<file path="src/design/sgw_pkg.sv">
// Package: register map, field layout, reset values and bus carriers
package sgw_pkg;

  // ************************************************************
  // Register indices (byte address is four times the index)
  // ************************************************************
  localparam logic [7:0] IDX_WAKE_STATUS_MAIN       = 8'h00;
  localparam logic [7:0] IDX_WAKE_STATUS_PINS       = 8'h01;
  localparam logic [7:0] IDX_WAKE_ENABLE_MAIN       = 8'h02;
  localparam logic [7:0] IDX_WAKE_ENABLE_PINS       = 8'h03;
  localparam logic [7:0] IDX_WAKE_CONFIGURATION     = 8'h04;
  localparam logic [7:0] IDX_RSVD_LO_FIRST          = 8'h05;
  localparam logic [7:0] IDX_RSVD_LO_LAST           = 8'h07;
  localparam logic [7:0] IDX_STANDBY_BIDIR_OUT_LATCH = 8'h08;
  localparam logic [7:0] IDX_STANDBY_BIDIR_IN_LEVEL  = 8'h09;
  localparam logic [7:0] IDX_STANDBY_OUTONLY_LATCH   = 8'h0A;
  localparam logic [7:0] IDX_STANDBY_MIXED_IN_LEVEL  = 8'h0B;
  localparam logic [7:0] IDX_RSVD_HI_FIRST          = 8'h0C;
  localparam logic [7:0] IDX_RSVD_HI_LAST           = 8'h12;
  localparam logic [7:0] IDX_WAKE_CLEAR_MAIN        = 8'h20;
  localparam logic [7:0] IDX_WAKE_CLEAR_PINS        = 8'h21;
  localparam logic [7:0] IDX_PIN_CONFIG_LOCK        = 8'h22;
  localparam logic [7:0] IDX_PIN_OUTPUT_ENABLE      = 8'h23;
  localparam logic [7:0] IDX_PIN_PUSH_PULL          = 8'h24;

  // ************************************************************
  // Field layout
  // ************************************************************
  localparam int NUM_BIDIR       = 6;
  localparam int NUM_OUTONLY     = 2;
  localparam int NUM_LOCK        = NUM_BIDIR + NUM_OUTONLY;
  localparam int CFG_PB_S3_BIT   = 3;
  localparam int CFG_SWAP_KBC_BIT = 2;
  localparam int CFG_BANK_MSB    = 1;
  localparam int CFG_BANK_LSB    = 0;
  localparam int CFG_WIDTH       = 4;
  localparam int LOCK_OUTONLY_LSB = NUM_BIDIR;

  // ************************************************************
  // Reset values
  // ************************************************************
  localparam logic [NUM_BIDIR-1:0]   RST_BIDIR_LATCH   = 6'h3F;
  localparam logic [NUM_OUTONLY-1:0] RST_OUTONLY_LATCH = 2'h3;
  localparam logic [7:0]             RST_ZERO_BYTE     = 8'h00;
  localparam logic [31:0]            RD_ZERO           = 32'h0000_0000;

  // ************************************************************
  // APB carriers
  // ************************************************************
  typedef struct packed {
    logic        psel;
    logic        penable;
    logic        pwrite;
    logic [9:0]  paddr;
    logic [3:0]  pstrb;
    logic [31:0] pwdata;
  } sgw_apb_req_t;

  typedef struct packed {
    logic        pready;
    logic        pslverr;
    logic [31:0] prdata;
  } sgw_apb_rsp_t;

endpackage

</file>
<file path="src/design/sgw_standby_gpio_wake_regs.sv">
// Standby pin data latches, live level readback and common wake registers
//
// Local design decision: the APB slave port.
`timescale 1ns/1ps
module sgw_standby_gpio_wake_regs
  import sgw_pkg::*;
#(
  parameter int ADDR_W = 10
)
(
  // Clock and resets
  input  wire logic                          clk,
  input  wire logic                          rst,
  input  wire logic                          main_reset,
  // APB slave
  input  wire sgw_pkg::sgw_apb_req_t         apb_req,
  output sgw_pkg::sgw_apb_rsp_t              apb_rsp,
  // Standby bidirectional pins
  input  wire logic [sgw_pkg::NUM_BIDIR-1:0] standby_bidir_pins_i,
  output logic [sgw_pkg::NUM_BIDIR-1:0]      standby_bidir_pins_o,
  output logic [sgw_pkg::NUM_BIDIR-1:0]      standby_bidir_pins_oe,
  // Standby output-only pins
  input  wire logic [1:0]                    standby_output_pins_i,
  output logic [1:0]                         standby_output_pins_o,
  output logic [1:0]                         standby_output_pins_oe,
  // Standby input-only pins
  input  wire logic [1:0]                    standby_input_pins_hi,
  input  wire logic [1:0]                    standby_input_pins_lo,
  // Wake sources
  input  wire logic [7:0]                    wake_event_main,
  input  wire logic [7:0]                    wake_event_pins,
  // Wake outputs
  output logic                               wake_irq,
  output logic                               power_button_s3_en,
  output logic                               swap_kbc_inputs,
  output logic [1:0]                         config_bank_sel
);
  import sgw_pkg::*;

  // ************************************************************
  // Elaboration checks
  // ************************************************************
  if (ADDR_W != 10)
  begin : g_bad_addr
    $error("ADDR_W must be 10");
  end

  // ************************************************************
  // State
  // ************************************************************
  logic [7:0]             sts_main_ff,  nxt_sts_main;
  logic [7:0]             sts_pins_ff,  nxt_sts_pins;
  logic [7:0]             en_main_ff,   nxt_en_main;
  logic [7:0]             en_pins_ff,   nxt_en_pins;
  logic [CFG_WIDTH-1:0]   cfg_ff,       nxt_cfg;
  logic [NUM_LOCK-1:0]    lock_ff,      nxt_lock;
  logic [NUM_LOCK-1:0]    latch_ff,     nxt_latch;
  logic [NUM_LOCK-1:0]    oe_ff,        nxt_oe;
  logic [NUM_LOCK-1:0]    pp_ff,        nxt_pp;
  logic [31:0]            prdata_ff,    nxt_prdata;

  // ************************************************************
  // Address decode
  // ************************************************************
  function automatic logic hit(input logic [9:0] addr, input logic [7:0] idx);
    hit = (addr[1:0] == 2'b00) && (addr[9:2] == idx);
  endfunction

  wire  [9:0] a        = apb_req.paddr;
  wire        setup    = apb_req.psel && !apb_req.penable;
  wire        access   = apb_req.psel && apb_req.penable;
  wire        wr       = access && apb_req.pwrite && apb_req.pstrb[0];
  wire  [7:0] wd       = apb_req.pwdata[7:0];
  wire  [7:0] widx     = a[9:2];

  // Bank select is not part of the decode for these offsets
  wire hit_sts_main = hit(a, IDX_WAKE_STATUS_MAIN);
  wire hit_sts_pins = hit(a, IDX_WAKE_STATUS_PINS);
  wire hit_en_main  = hit(a, IDX_WAKE_ENABLE_MAIN);
  wire hit_en_pins  = hit(a, IDX_WAKE_ENABLE_PINS);
  wire hit_cfg      = hit(a, IDX_WAKE_CONFIGURATION);
  wire hit_bd_latch = hit(a, IDX_STANDBY_BIDIR_OUT_LATCH);
  wire hit_bd_in    = hit(a, IDX_STANDBY_BIDIR_IN_LEVEL);
  wire hit_oo_latch = hit(a, IDX_STANDBY_OUTONLY_LATCH);
  wire hit_mx_in    = hit(a, IDX_STANDBY_MIXED_IN_LEVEL);
  wire hit_clr_main = hit(a, IDX_WAKE_CLEAR_MAIN);
  wire hit_clr_pins = hit(a, IDX_WAKE_CLEAR_PINS);
  wire hit_lock     = hit(a, IDX_PIN_CONFIG_LOCK);
  wire hit_oe       = hit(a, IDX_PIN_OUTPUT_ENABLE);
  wire hit_pp       = hit(a, IDX_PIN_PUSH_PULL);
  // Reserved holes answer with zero data and no error
  wire hit_rsvd     = (a[1:0] == 2'b00) &&
                      (((widx >= IDX_RSVD_LO_FIRST) && (widx <= IDX_RSVD_LO_LAST)) ||
                       ((widx >= IDX_RSVD_HI_FIRST) && (widx <= IDX_RSVD_HI_LAST)));
  wire mapped       = hit_sts_main | hit_sts_pins | hit_en_main | hit_en_pins |
                      hit_cfg | hit_bd_latch | hit_bd_in | hit_oo_latch |
                      hit_mx_in | hit_clr_main | hit_clr_pins | hit_lock |
                      hit_oe | hit_pp | hit_rsvd;

  // ************************************************************
  // Live pin levels
  // ************************************************************
  // Raw pin levels, independent of latch and configuration
  wire [7:0] lvl_bidir = {standby_input_pins_hi, standby_bidir_pins_i};
  wire [7:0] lvl_mixed = {4'h0, standby_input_pins_lo, standby_output_pins_i};

  // ************************************************************
  // Read mux, sampled in the setup phase
  // ************************************************************
  wire [7:0] rd_byte =
      hit_sts_main ? sts_main_ff :
      hit_sts_pins ? sts_pins_ff :
      hit_en_main  ? en_main_ff  :
      hit_en_pins  ? en_pins_ff  :
      hit_cfg      ? {4'h0, cfg_ff} :
      hit_bd_latch ? {2'b00, latch_ff[NUM_BIDIR-1:0]} :
      hit_bd_in    ? lvl_bidir :
      hit_oo_latch ? {6'h00, latch_ff[NUM_LOCK-1:LOCK_OUTONLY_LSB]} :
      hit_mx_in    ? lvl_mixed :
      hit_lock     ? lock_ff :
      hit_oe       ? oe_ff :
      hit_pp       ? pp_ff : RST_ZERO_BYTE;

  assign nxt_prdata = setup ? {24'h00_0000, rd_byte} : prdata_ff;

  // ************************************************************
  // Wake status: set wins over clear
  // ************************************************************
  wire [7:0] clr_main = (wr && hit_clr_main) ? wd : 8'h00;
  wire [7:0] clr_pins = (wr && hit_clr_pins) ? wd : 8'h00;
  assign nxt_sts_main = (sts_main_ff & ~clr_main) | wake_event_main;
  assign nxt_sts_pins = (sts_pins_ff & ~clr_pins) | wake_event_pins;

  // ************************************************************
  // Wake enables and configuration
  // ************************************************************
  assign nxt_en_main = (wr && hit_en_main) ? wd : en_main_ff;
  assign nxt_en_pins = (wr && hit_en_pins) ? wd : en_pins_ff;
  assign nxt_cfg     = (wr && hit_cfg) ? wd[CFG_WIDTH-1:0] : cfg_ff;

  // ************************************************************
  // Configuration lock: set-only
  // ************************************************************
  assign nxt_lock = (wr && hit_lock) ? (lock_ff | wd) : lock_ff;

  // ************************************************************
  // Per-pin latch, enable and drive type
  // ************************************************************
  wire [NUM_LOCK-1:0] latch_wval = {wd[NUM_OUTONLY-1:0], wd[NUM_BIDIR-1:0]};
  wire [NUM_LOCK-1:0] latch_wsel = {{NUM_OUTONLY{wr && hit_oo_latch}},
                                    {NUM_BIDIR{wr && hit_bd_latch}}};
  wire [NUM_LOCK-1:0] latch_dflt = {RST_OUTONLY_LATCH, RST_BIDIR_LATCH};

  genvar gi;
  generate
    for (gi = 0; gi < NUM_LOCK; gi++)
    begin : g_pin
      // Main reset reloads only unlocked bits
      assign nxt_latch[gi] = lock_ff[gi]   ? latch_ff[gi]   :
                             main_reset    ? latch_dflt[gi] :
                             latch_wsel[gi] ? latch_wval[gi] : latch_ff[gi];
      assign nxt_oe[gi] = (!lock_ff[gi] && wr && hit_oe) ? wd[gi] : oe_ff[gi];
      assign nxt_pp[gi] = (!lock_ff[gi] && wr && hit_pp) ? wd[gi] : pp_ff[gi];
    end
  endgenerate

  // ************************************************************
  // Registers
  // ************************************************************
  // Standby power-up reset clears locks and loads defaults
  always_ff @(posedge clk)
  begin
    if (rst)
    begin
      sts_main_ff <= RST_ZERO_BYTE;
      sts_pins_ff <= RST_ZERO_BYTE;
      en_main_ff  <= RST_ZERO_BYTE;
      en_pins_ff  <= RST_ZERO_BYTE;
      cfg_ff      <= RST_ZERO_BYTE[CFG_WIDTH-1:0];
      lock_ff     <= RST_ZERO_BYTE;
      latch_ff    <= {RST_OUTONLY_LATCH, RST_BIDIR_LATCH};
      oe_ff       <= {{NUM_OUTONLY{1'b1}}, {NUM_BIDIR{1'b0}}};
      pp_ff       <= RST_ZERO_BYTE;
      prdata_ff   <= RD_ZERO;
    end
    else
    begin
      sts_main_ff <= nxt_sts_main;
      sts_pins_ff <= nxt_sts_pins;
      en_main_ff  <= nxt_en_main;
      en_pins_ff  <= nxt_en_pins;
      cfg_ff      <= nxt_cfg;
      lock_ff     <= nxt_lock;
      latch_ff    <= nxt_latch;
      oe_ff       <= nxt_oe;
      pp_ff       <= nxt_pp;
      prdata_ff   <= nxt_prdata;
    end
  end

  // ************************************************************
  // Outputs
  // ************************************************************
  // Zero wait state slave; unmapped addresses answer with an error
  assign apb_rsp.pready  = 1'b1;
  assign apb_rsp.pslverr = access && !mapped;
  assign apb_rsp.prdata  = prdata_ff;

  // Open-drain drives only low; push-pull drives both levels
  wire [NUM_LOCK-1:0] drive_en = oe_ff & (pp_ff | ~latch_ff);
  assign standby_bidir_pins_o   = latch_ff[NUM_BIDIR-1:0];
  assign standby_bidir_pins_oe  = drive_en[NUM_BIDIR-1:0];
  assign standby_output_pins_o  = latch_ff[NUM_LOCK-1:LOCK_OUTONLY_LSB];
  assign standby_output_pins_oe = drive_en[NUM_LOCK-1:LOCK_OUTONLY_LSB];

  // Wake request while any enabled flag stands
  assign wake_irq = |({sts_main_ff, sts_pins_ff} & {en_main_ff, en_pins_ff});
  assign power_button_s3_en = cfg_ff[CFG_PB_S3_BIT];
  assign swap_kbc_inputs    = cfg_ff[CFG_SWAP_KBC_BIT];
  assign config_bank_sel    = cfg_ff[CFG_BANK_MSB:CFG_BANK_LSB];

  // ************************************************************
  // Assertions
  // ************************************************************
  // Level read at setup
  AST_BIDIR_IN_LIVE: assert property (@(posedge clk) disable iff (rst)
    (setup && hit_bd_in) |=> (apb_rsp.prdata[7:0] == $past(lvl_bidir)))
    else $error("bidir level read mismatch");

  // Level writes change nothing
  AST_IN_LEVEL_NO_WRITE: assert property (@(posedge clk) disable iff (rst)
    (wr && (hit_bd_in || hit_mx_in) && !main_reset) |=>
      ($stable(latch_ff) && $stable(lock_ff) && $stable(cfg_ff)))
    else $error("input-level write changed state");

  // Main reset reloads free out-only bits
  AST_MAIN_RESET_LOAD: assert property (@(posedge clk) disable iff (rst)
    main_reset |=> ((latch_ff[7:6] & ~$past(lock_ff[7:6])) ==
                    (RST_OUTONLY_LATCH & ~$past(lock_ff[7:6]))))
    else $error("out-only latch not reloaded");

  // Locked bit survives main reset
  AST_MAIN_RESET_KEEPS: assert property (@(posedge clk) disable iff (rst)
    (main_reset && lock_ff[7]) |=> $stable(latch_ff[7]))
    else $error("locked out-only bit reloaded");

  // Standby reset default
  AST_OUTONLY_RESET: assert property (@(posedge clk)
    rst |=> (latch_ff[7:6] == RST_OUTONLY_LATCH))
    else $error("out-only latch reset value wrong");

  // Pins follow a free latch write
  AST_OUT_PIN_DRIVE: assert property (@(posedge clk) disable iff (rst)
    (wr && hit_oo_latch && !main_reset && (lock_ff[7:6] == 2'b00)) |=>
      (standby_output_pins_o == $past(wd[1:0])))
    else $error("output pin differs from written latch");

  // Locked bit ignores writes
  AST_LOCK_BLOCKS_WRITE: assert property (@(posedge clk) disable iff (rst)
    (wr && hit_bd_latch && lock_ff[0]) |=> $stable(latch_ff[0]))
    else $error("locked latch bit changed");

  // Free bit stores writes
  AST_WRITE_STORES: assert property (@(posedge clk) disable iff (rst)
    (wr && hit_oo_latch && !lock_ff[6] && !main_reset) |=> (latch_ff[6] == $past(wd[0])))
    else $error("unlocked latch write lost");

  // Bidir latch readback
  AST_LATCH_READBACK: assert property (@(posedge clk) disable iff (rst)
    (setup && hit_bd_latch) |=> (apb_rsp.prdata[7:0] == {2'b00, $past(latch_ff[5:0])}))
    else $error("latch readback mismatch");

  // Out-only latch readback
  AST_OUTONLY_READBACK: assert property (@(posedge clk) disable iff (rst)
    (setup && hit_oo_latch) |=> (apb_rsp.prdata[1:0] == $past(latch_ff[7:6])))
    else $error("out-only readback mismatch");

  // Mixed level read at setup
  AST_MIXED_IN_LIVE: assert property (@(posedge clk) disable iff (rst)
    (setup && hit_mx_in) |=> (apb_rsp.prdata[7:0] ==
      {4'h0, $past(standby_input_pins_lo), $past(standby_output_pins_i)}))
    else $error("mixed level read mismatch");

  // Reserved holes give no error
  AST_RSVD_NO_ERROR: assert property (@(posedge clk) disable iff (rst)
    (access && hit_rsvd) |-> !apb_rsp.pslverr)
    else $error("reserved index answered with error");

  // Flag holds until cleared
  AST_STATUS_STICKY: assert property (@(posedge clk) disable iff (rst)
    wake_event_main[0] |=> sts_main_ff[0] [*2] or (sts_main_ff[0] ##1 $past(clr_main[0])))
    else $error("wake flag not held");

  // Every event sets its flag
  AST_EVENT_SETS_MAIN: assert property (@(posedge clk) disable iff (rst)
    !$past(rst) |-> ((sts_main_ff & $past(wake_event_main)) == $past(wake_event_main)))
    else $error("main wake event lost");

  // Every pin event sets its flag
  AST_EVENT_SETS_PINS: assert property (@(posedge clk) disable iff (rst)
    !$past(rst) |-> ((sts_pins_ff & $past(wake_event_pins)) == $past(wake_event_pins)))
    else $error("pin wake event lost");

  // Clear drops quiet flags
  AST_CLEAR_MAIN: assert property (@(posedge clk) disable iff (rst)
    (wr && hit_clr_main) |=> ((sts_main_ff & $past(wd & ~wake_event_main)) == 8'h00))
    else $error("main wake flag not cleared");

  // Clear drops quiet pin flags
  AST_CLEAR_PINS: assert property (@(posedge clk) disable iff (rst)
    (wr && hit_clr_pins) |=> ((sts_pins_ff & $past(wd & ~wake_event_pins)) == 8'h00))
    else $error("pin wake flag not cleared");

  // Status writes drop nothing
  AST_STATUS_NO_WRITE: assert property (@(posedge clk) disable iff (rst)
    (wr && hit_sts_main) |=> ((sts_main_ff & $past(sts_main_ff)) == $past(sts_main_ff)))
    else $error("status write dropped a flag");

  // Main enables store the byte
  AST_ENABLE_MAIN: assert property (@(posedge clk) disable iff (rst)
    (wr && hit_en_main) |=> (en_main_ff == $past(wd)))
    else $error("main enable write lost");

  // Pin enables store the byte
  AST_ENABLE_PINS: assert property (@(posedge clk) disable iff (rst)
    (wr && hit_en_pins) |=> (en_pins_ff == $past(wd)))
    else $error("pin enable write lost");

  // Configuration fields reach outputs
  AST_CFG_FIELDS: assert property (@(posedge clk) disable iff (rst)
    (wr && hit_cfg) |=> ((config_bank_sel == $past(wd[CFG_BANK_MSB:CFG_BANK_LSB])) &&
      (swap_kbc_inputs == $past(wd[CFG_SWAP_KBC_BIT])) &&
      (power_button_s3_en == $past(wd[CFG_PB_S3_BIT]))))
    else $error("configuration field mismatch");

  // Lock bits never fall outside standby reset
  AST_LOCK_SET_ONLY: assert property (@(posedge clk) disable iff (rst)
    !$past(rst) |-> ((lock_ff & $past(lock_ff)) == $past(lock_ff)))
    else $error("lock bit cleared without standby reset");

  // Written lock bits take hold
  AST_LOCK_SETS: assert property (@(posedge clk) disable iff (rst)
    (wr && hit_lock) |=> ((lock_ff & $past(wd)) == $past(wd)))
    else $error("lock bit not set");

  // Standby reset bidir default
  AST_BIDIR_RESET: assert property (@(posedge clk)
    rst |=> (latch_ff[5:0] == RST_BIDIR_LATCH))
    else $error("bidir latch reset value wrong");

  // Main reset reloads free bidir bit
  AST_BIDIR_MAIN_RESET: assert property (@(posedge clk) disable iff (rst)
    (main_reset && !lock_ff[5]) |=> (latch_ff[5] == RST_BIDIR_LATCH[5]))
    else $error("bidir latch not reloaded");

  // Reserved bits read zero
  AST_RSVD_ZERO: assert property (@(posedge clk) disable iff (rst)
    (setup && (hit_oo_latch || hit_rsvd)) |=> (apb_rsp.prdata[7:2] == 6'h00))
    else $error("reserved bits read nonzero");

  // Upper data bits stay zero
  AST_UPPER_ZERO: assert property (@(posedge clk) disable iff (rst)
    access |-> (apb_rsp.prdata[31:8] == 24'h00_0000))
    else $error("upper read data nonzero");

endmodule

</file>
<file path="config.mk">
export PLATFORM = sky130hd
export DESIGN_NAME = sgw_standby_gpio_wake_regs
export DESIGN_NICKNAME = d
export VERILOG_FILES = /design/src/design/sgw_pkg.sv /design/src/design/sgw_standby_gpio_wake_regs.sv
export SDC_FILE = /design/constraint.sdc
export NUM_CORES = 1
export LEC_CHECK = 0
export ABC_AREA = 1
export BUFFER_PORTS_ARGS = -buffer_cell sky130_fd_sc_hd__buf_2
export CAP_MARGIN = 10
export CORE_AREA = 2 2 81 122
export CTS_CLUSTER_DIAMETER = 120
export CTS_CLUSTER_SIZE = 10
export DETAILED_ROUTE_END_ITERATION = 6
export DIE_AREA = 0 0 83 124
export PLACE_DENSITY = 0.76
export SYNTH_ARGS = -nofsm -noshare
export SYNTH_HDL_FRONTEND = slang
export SYNTH_SLANG_ARGS = --single-unit
</file>
<file path="constraint.sdc">
create_clock -name clk -period 1.3 [get_ports clk]
set_input_delay 0.065 -clock clk [delete_from_list [all_inputs] [get_ports clk]]
set_output_delay 0.065 -clock clk [all_outputs]
set_load 0.03 [all_outputs]
</file>
==> summary by stage <==
Critical path
The master of the slowest instance on the critical path is sky130_fd_sc_hd__nor4_4. The critical path goes through buf_6 -> nor2_2 -> nand2_2 -> buf_6 -> buf_12 -> buf_8 -> nor4_4 -> buf_6 -> nand2_1 -> nand4_1 -> nor2_1 -> nand4_1 -> nand2_1 -> a21oi_1. The biggest fanout along the worst timing path is 6. The gate family responsible for the most delay along the worst path is simple AND/OR/NAND/NOR gates. The reg-to-reg critical path startpoint is oe_ff[0]. Data on the critical path arrives at its endpoint at between 1500 and 2000 ps. The dominant cell type by count on the critical path is sky130_fd_sc_hd__buf_6.

The type of the setup path with the least slack is input pin to flop. STA classifies the critical path startpoint as an input pin. The element type at the critical path end is a flop.

The worst setup path startpoint is apb_req[42]. The delay of the slowest cell on the worst path is about 260 ps. Together, buffers and inverters on the worst path number 5.

The required time at the worst-slack endpoint is 1570 ps.

Synthesis
The count of state elements after synthesis is 76. The synthesized netlist devotes approximately a quarter of its cell area to compound gates. The cell count after synthesis is 581. Yosys printed 0 warnings. The xor-xnor portion of the synthesized cell area is 0%. After synthesis the cells add up to 0.00428 mm^2. The synthesized area per cell is between 7 and 8 um^2. The share of the Yosys chip area taken by registers is 35.5%. The synthesized-area fraction occupied by and/or/nand/nor cells is approximately a quarter.

Of the total synthesized cell area, the portion taken by full adders, half adders and majority gates is 0%. The number of flops mapped to enable cells by yosys is 0. The largest family of logic cells by synthesized area is compound AO/OA/AOI/OAI gates. The dominant cell type by area after synthesis is sky130_fd_sc_hd__dfxtp_1.

The multiplexer share of the synthesized area is 0%. After synthesis, the cell types taking the most area are sky130_fd_sc_hd__dfxtp_1 (36%), sky130_fd_sc_hd__a21oi_1 (9.0%), sky130_fd_sc_hd__inv_1 (6.6%), sky130_fd_sc_hd__nand2_1 (6.2%), sky130_fd_sc_hd__o21ai_0 (5.8%). The synthesized design devotes to its leading area cell type a little over a third of total area.

The count of different cell masters after synthesis is 44. In the synthesized netlist the async set-or-reset flop fraction comes to 0%. For this run, the leading register cell type out of synthesis is sky130_fd_sc_hd__dfxtp_1.

Timing
The actual slew at the worst max-slew pin is ~550 ps. The share of the cycle needed by the critical path after routing is 118%. Based on the critical path, the design can be clocked at up to about 0.65 GHz. The worst hold slack after final layout is 10.7 ps. The number of setup violations in the final report is 9. Setup repair after global routing could not meet its margin everywhere. The worst path in the final design needs a cycle of between 1500 and 2000 ps, including I/O delays and setup.

The worst clock skew is approximately 7.2 ps. In the final timing run, aggregate negative setup slack is -1170 ps. In the post-route analysis, the smallest setup slack over all paths is -228 ps. The count of endpoints failing hold in the final timing report is 0. The number of slew-limit violations in the final report is 0.

In this run the tightest slew margin relative to its limit is between 60 and 70%.

Status
The checks that failed: negative setup slack. The run finished, with violations left.

Clocking
The clock drives 76 sinks. Clock tree synthesis inserted a total of 9 buffers. The clock latency on the worst-skew pair is ~340 ps.

The H-tree generated during clock tree synthesis spans 3 levels. Clock tree synthesis selected as its root buffer the cell sky130_fd_sc_hd__clkbuf_16. The clock passes through at most 2 buffers. TritonCTS built the clock tree.

The clock edge transition at the registers on the reported setup and hold paths is 60 ps.

Floorplan
In this run the count of I/O pins placed on the die edge is between 100 and 150. The core footprint is slightly above 0.009 mm^2. The initial utilization of the core area, before any placement, comes to between 40% and 50%. The number of rows in the core area is between 40 and 50. From bottom edge to top edge, the die measures approximately 120 um. The die covers 0.0103 mm^2.

In this run the horizontal extent of the chip is approximately 83 um.

Place
The routability congestion estimate is ~1. The count of placed standard cells including taps is 827. The HPWL after detailed placement is 11500 um. Once placement finished, the instance area stood at 0.00523 mm^2. OpenSTA, run right after detailed placement, puts the worst setup slack at -362 ps. Input and output buffers added on the ports amount to 82.

Detailed routing
The wire length after detailed routing is between 15000 and 20000 um. The pre-antenna-repair detailed-routing pass consisted of 5 iterations. After detailed routing, the number of remaining DRC violations is 0. The number of DRC markers in iteration 0 is 342.

The via density per instance is approximately 5.5. After detailed routing, the average wire length per cell comes to between 15 and 20 um. For this block, the via count after detailed routing is around 4800. The number of routed nets with antenna violations is 0.

Power
For this design the ratio of total power to cell area is 907 mW/mm^2. The largest voltage drop on the vdd net is approximately 0.0010 V. The analysis attributes to cell leakage a power of roughly 2.8 nW.

Global route
The routing layer with the top usage in global route is met2. For this run, global-route usage on met1 was measured as 31.3%. The total overflow left after global routing is 0. The via count of the first global-routing pass was between 4000 and 5000.

The number of antenna violations at the first check in global routing came to 0. Global routing used under 10% of the available met3 tracks. The first global-routing pass estimated ~24000 um of wire. The global router's overall resource usage is between 30% and 40%. The maximum number of pins on one net before global-route repair is 48. For met2 alone, demand over resource in global routing was between 50 and 60%.

Min path
The startpoint of the tightest hold check path is apb_req[4]. The tightest min-delay check is of the input pin to flop type.

Layout
The antenna diode count is 0. The final net count is between 800 and 900. The layout-stage area growth over the synthesis result is 45.8%.

The finished cells cover approximately 0.0062 mm^2. The top cell types in the final layout, fill and taps aside, are sky130_fd_sc_hd__buf_4 (80), sky130_fd_sc_hd__inv_1 (74), sky130_fd_sc_hd__a21oi_1 (73), sky130_fd_sc_hd__dfxtp_1 (72), sky130_fd_sc_hd__buf_2 (68). Leaving out filler cells and counting taps, the final layout contains 883.

The most common cell after layout, fill and taps aside is sky130_fd_sc_hd__buf_4. The fraction of final layout cells sized beyond drive strength 1 is between 30 and 40%.

Run
The tool flagged a number of max-cap violations equal to 0.
==> final timing paths <==
path	to	slack, ps	cells after the start
worst max-delay path	prdata_ff[0]	-230	14
worst min-delay path	lock_ff[4]	10	3
worst max register to register	prdata_ff[0]	-100	8
worst min register to register	prdata_ff[0]	470	2
==> worst register-to-register path, cell delays in order (launching register included) <==
cell,delay [ps]
sky130_fd_sc_hd__dfxtp_1,340
sky130_fd_sc_hd__nand3_1,110
sky130_fd_sc_hd__nand4_1,90
sky130_fd_sc_hd__nor2_1,110
sky130_fd_sc_hd__nand4_1,180
sky130_fd_sc_hd__nor2_1,140
sky130_fd_sc_hd__nand4_1,130
sky130_fd_sc_hd__nand2_1,120
sky130_fd_sc_hd__a21oi_1,60
==> logic make-up after synthesis <==
logic type	count (synthesis)
compound gates	183
flops	76
simple gates	191
buf+inv	129
other cells	2
==> routing by layer <==
metal,wire [um],share of wire (%)
met5,0,0
met4,912,5.8
met3,937,5.9
met2,8310,53
met1,5640,36
==> synthesized netlist by cell type (3+ instances only) <==
library cell	instances
sky130_fd_sc_hd__a21boi_0	3
sky130_fd_sc_hd__a21oi_1	77
sky130_fd_sc_hd__a21oi_2	3
sky130_fd_sc_hd__a221oi_1	6
sky130_fd_sc_hd__a22o_1	4
sky130_fd_sc_hd__a311oi_1	14
sky130_fd_sc_hd__and2_1	3
sky130_fd_sc_hd__buf_2	3
sky130_fd_sc_hd__buf_4	28
sky130_fd_sc_hd__clkbuf_1	9
sky130_fd_sc_hd__dfxtp_1	76
sky130_fd_sc_hd__inv_1	75
sky130_fd_sc_hd__inv_2	12
sky130_fd_sc_hd__nand2_1	71
sky130_fd_sc_hd__nand2_2	6
sky130_fd_sc_hd__nand2_4	4
sky130_fd_sc_hd__nand3_1	25
sky130_fd_sc_hd__nand4_1	13
sky130_fd_sc_hd__nor2_1	38
sky130_fd_sc_hd__nor2_2	8
sky130_fd_sc_hd__nor2_4	8
sky130_fd_sc_hd__nor3_1	3
sky130_fd_sc_hd__o211ai_1	9
sky130_fd_sc_hd__o21ai_0	50
sky130_fd_sc_hd__o22ai_1	3
sky130_fd_sc_hd__o311ai_0	3
==> registers in the layout (all words and copies together) (netlist names) <==
name	flops
oe_ff	8
latch_ff	8
cfg_ff	4
sts_pins_ff	8
sts_main_ff	8
pp_ff	8
prdata_ff	8
en_main_ff	8
en_pins_ff	8
lock_ff	8
==> metrics by stage <==
stage	total power, mW	utilization (%)
floorplan	2.90	-
global placement	3.12	56.8
detailed placement	3.13	56.8
CTS	5.63	65.7
global route	5.82	67.9
finish	5.66	67.9
==> layout make-up <==
cell class	instances	area, um^2
fillers	737	2960
multi-input cells	399	2480
flip-flops and latches	76	1530
repair buffers	193	1470
inverters	87	332
clock buffers	13	270
well taps	112	140
clock inverters	3	20.0
==> report_power, final <==
part,internal (mW),switching (mW)
Clock,1.45,0.986
Sequential,2.38,0.0568
Combinational,0.291,0.499
Total,4.12,1.54
==> repair_timing <==
| item | 4_1_cts | 5_1_grt |
|---|---|---|
| setup endpoints to repair | 5 | 31 |
| gates resized for setup | 52 | 42 |
| pin swaps | 18 | 16 |
| hold buffers | 19 | 0 |
| setup buffers | 13 | 9 |
| endpoints found under the hold margin | 19 | 0 |
No activity file was read; power rests on OpenSTA's default activity.
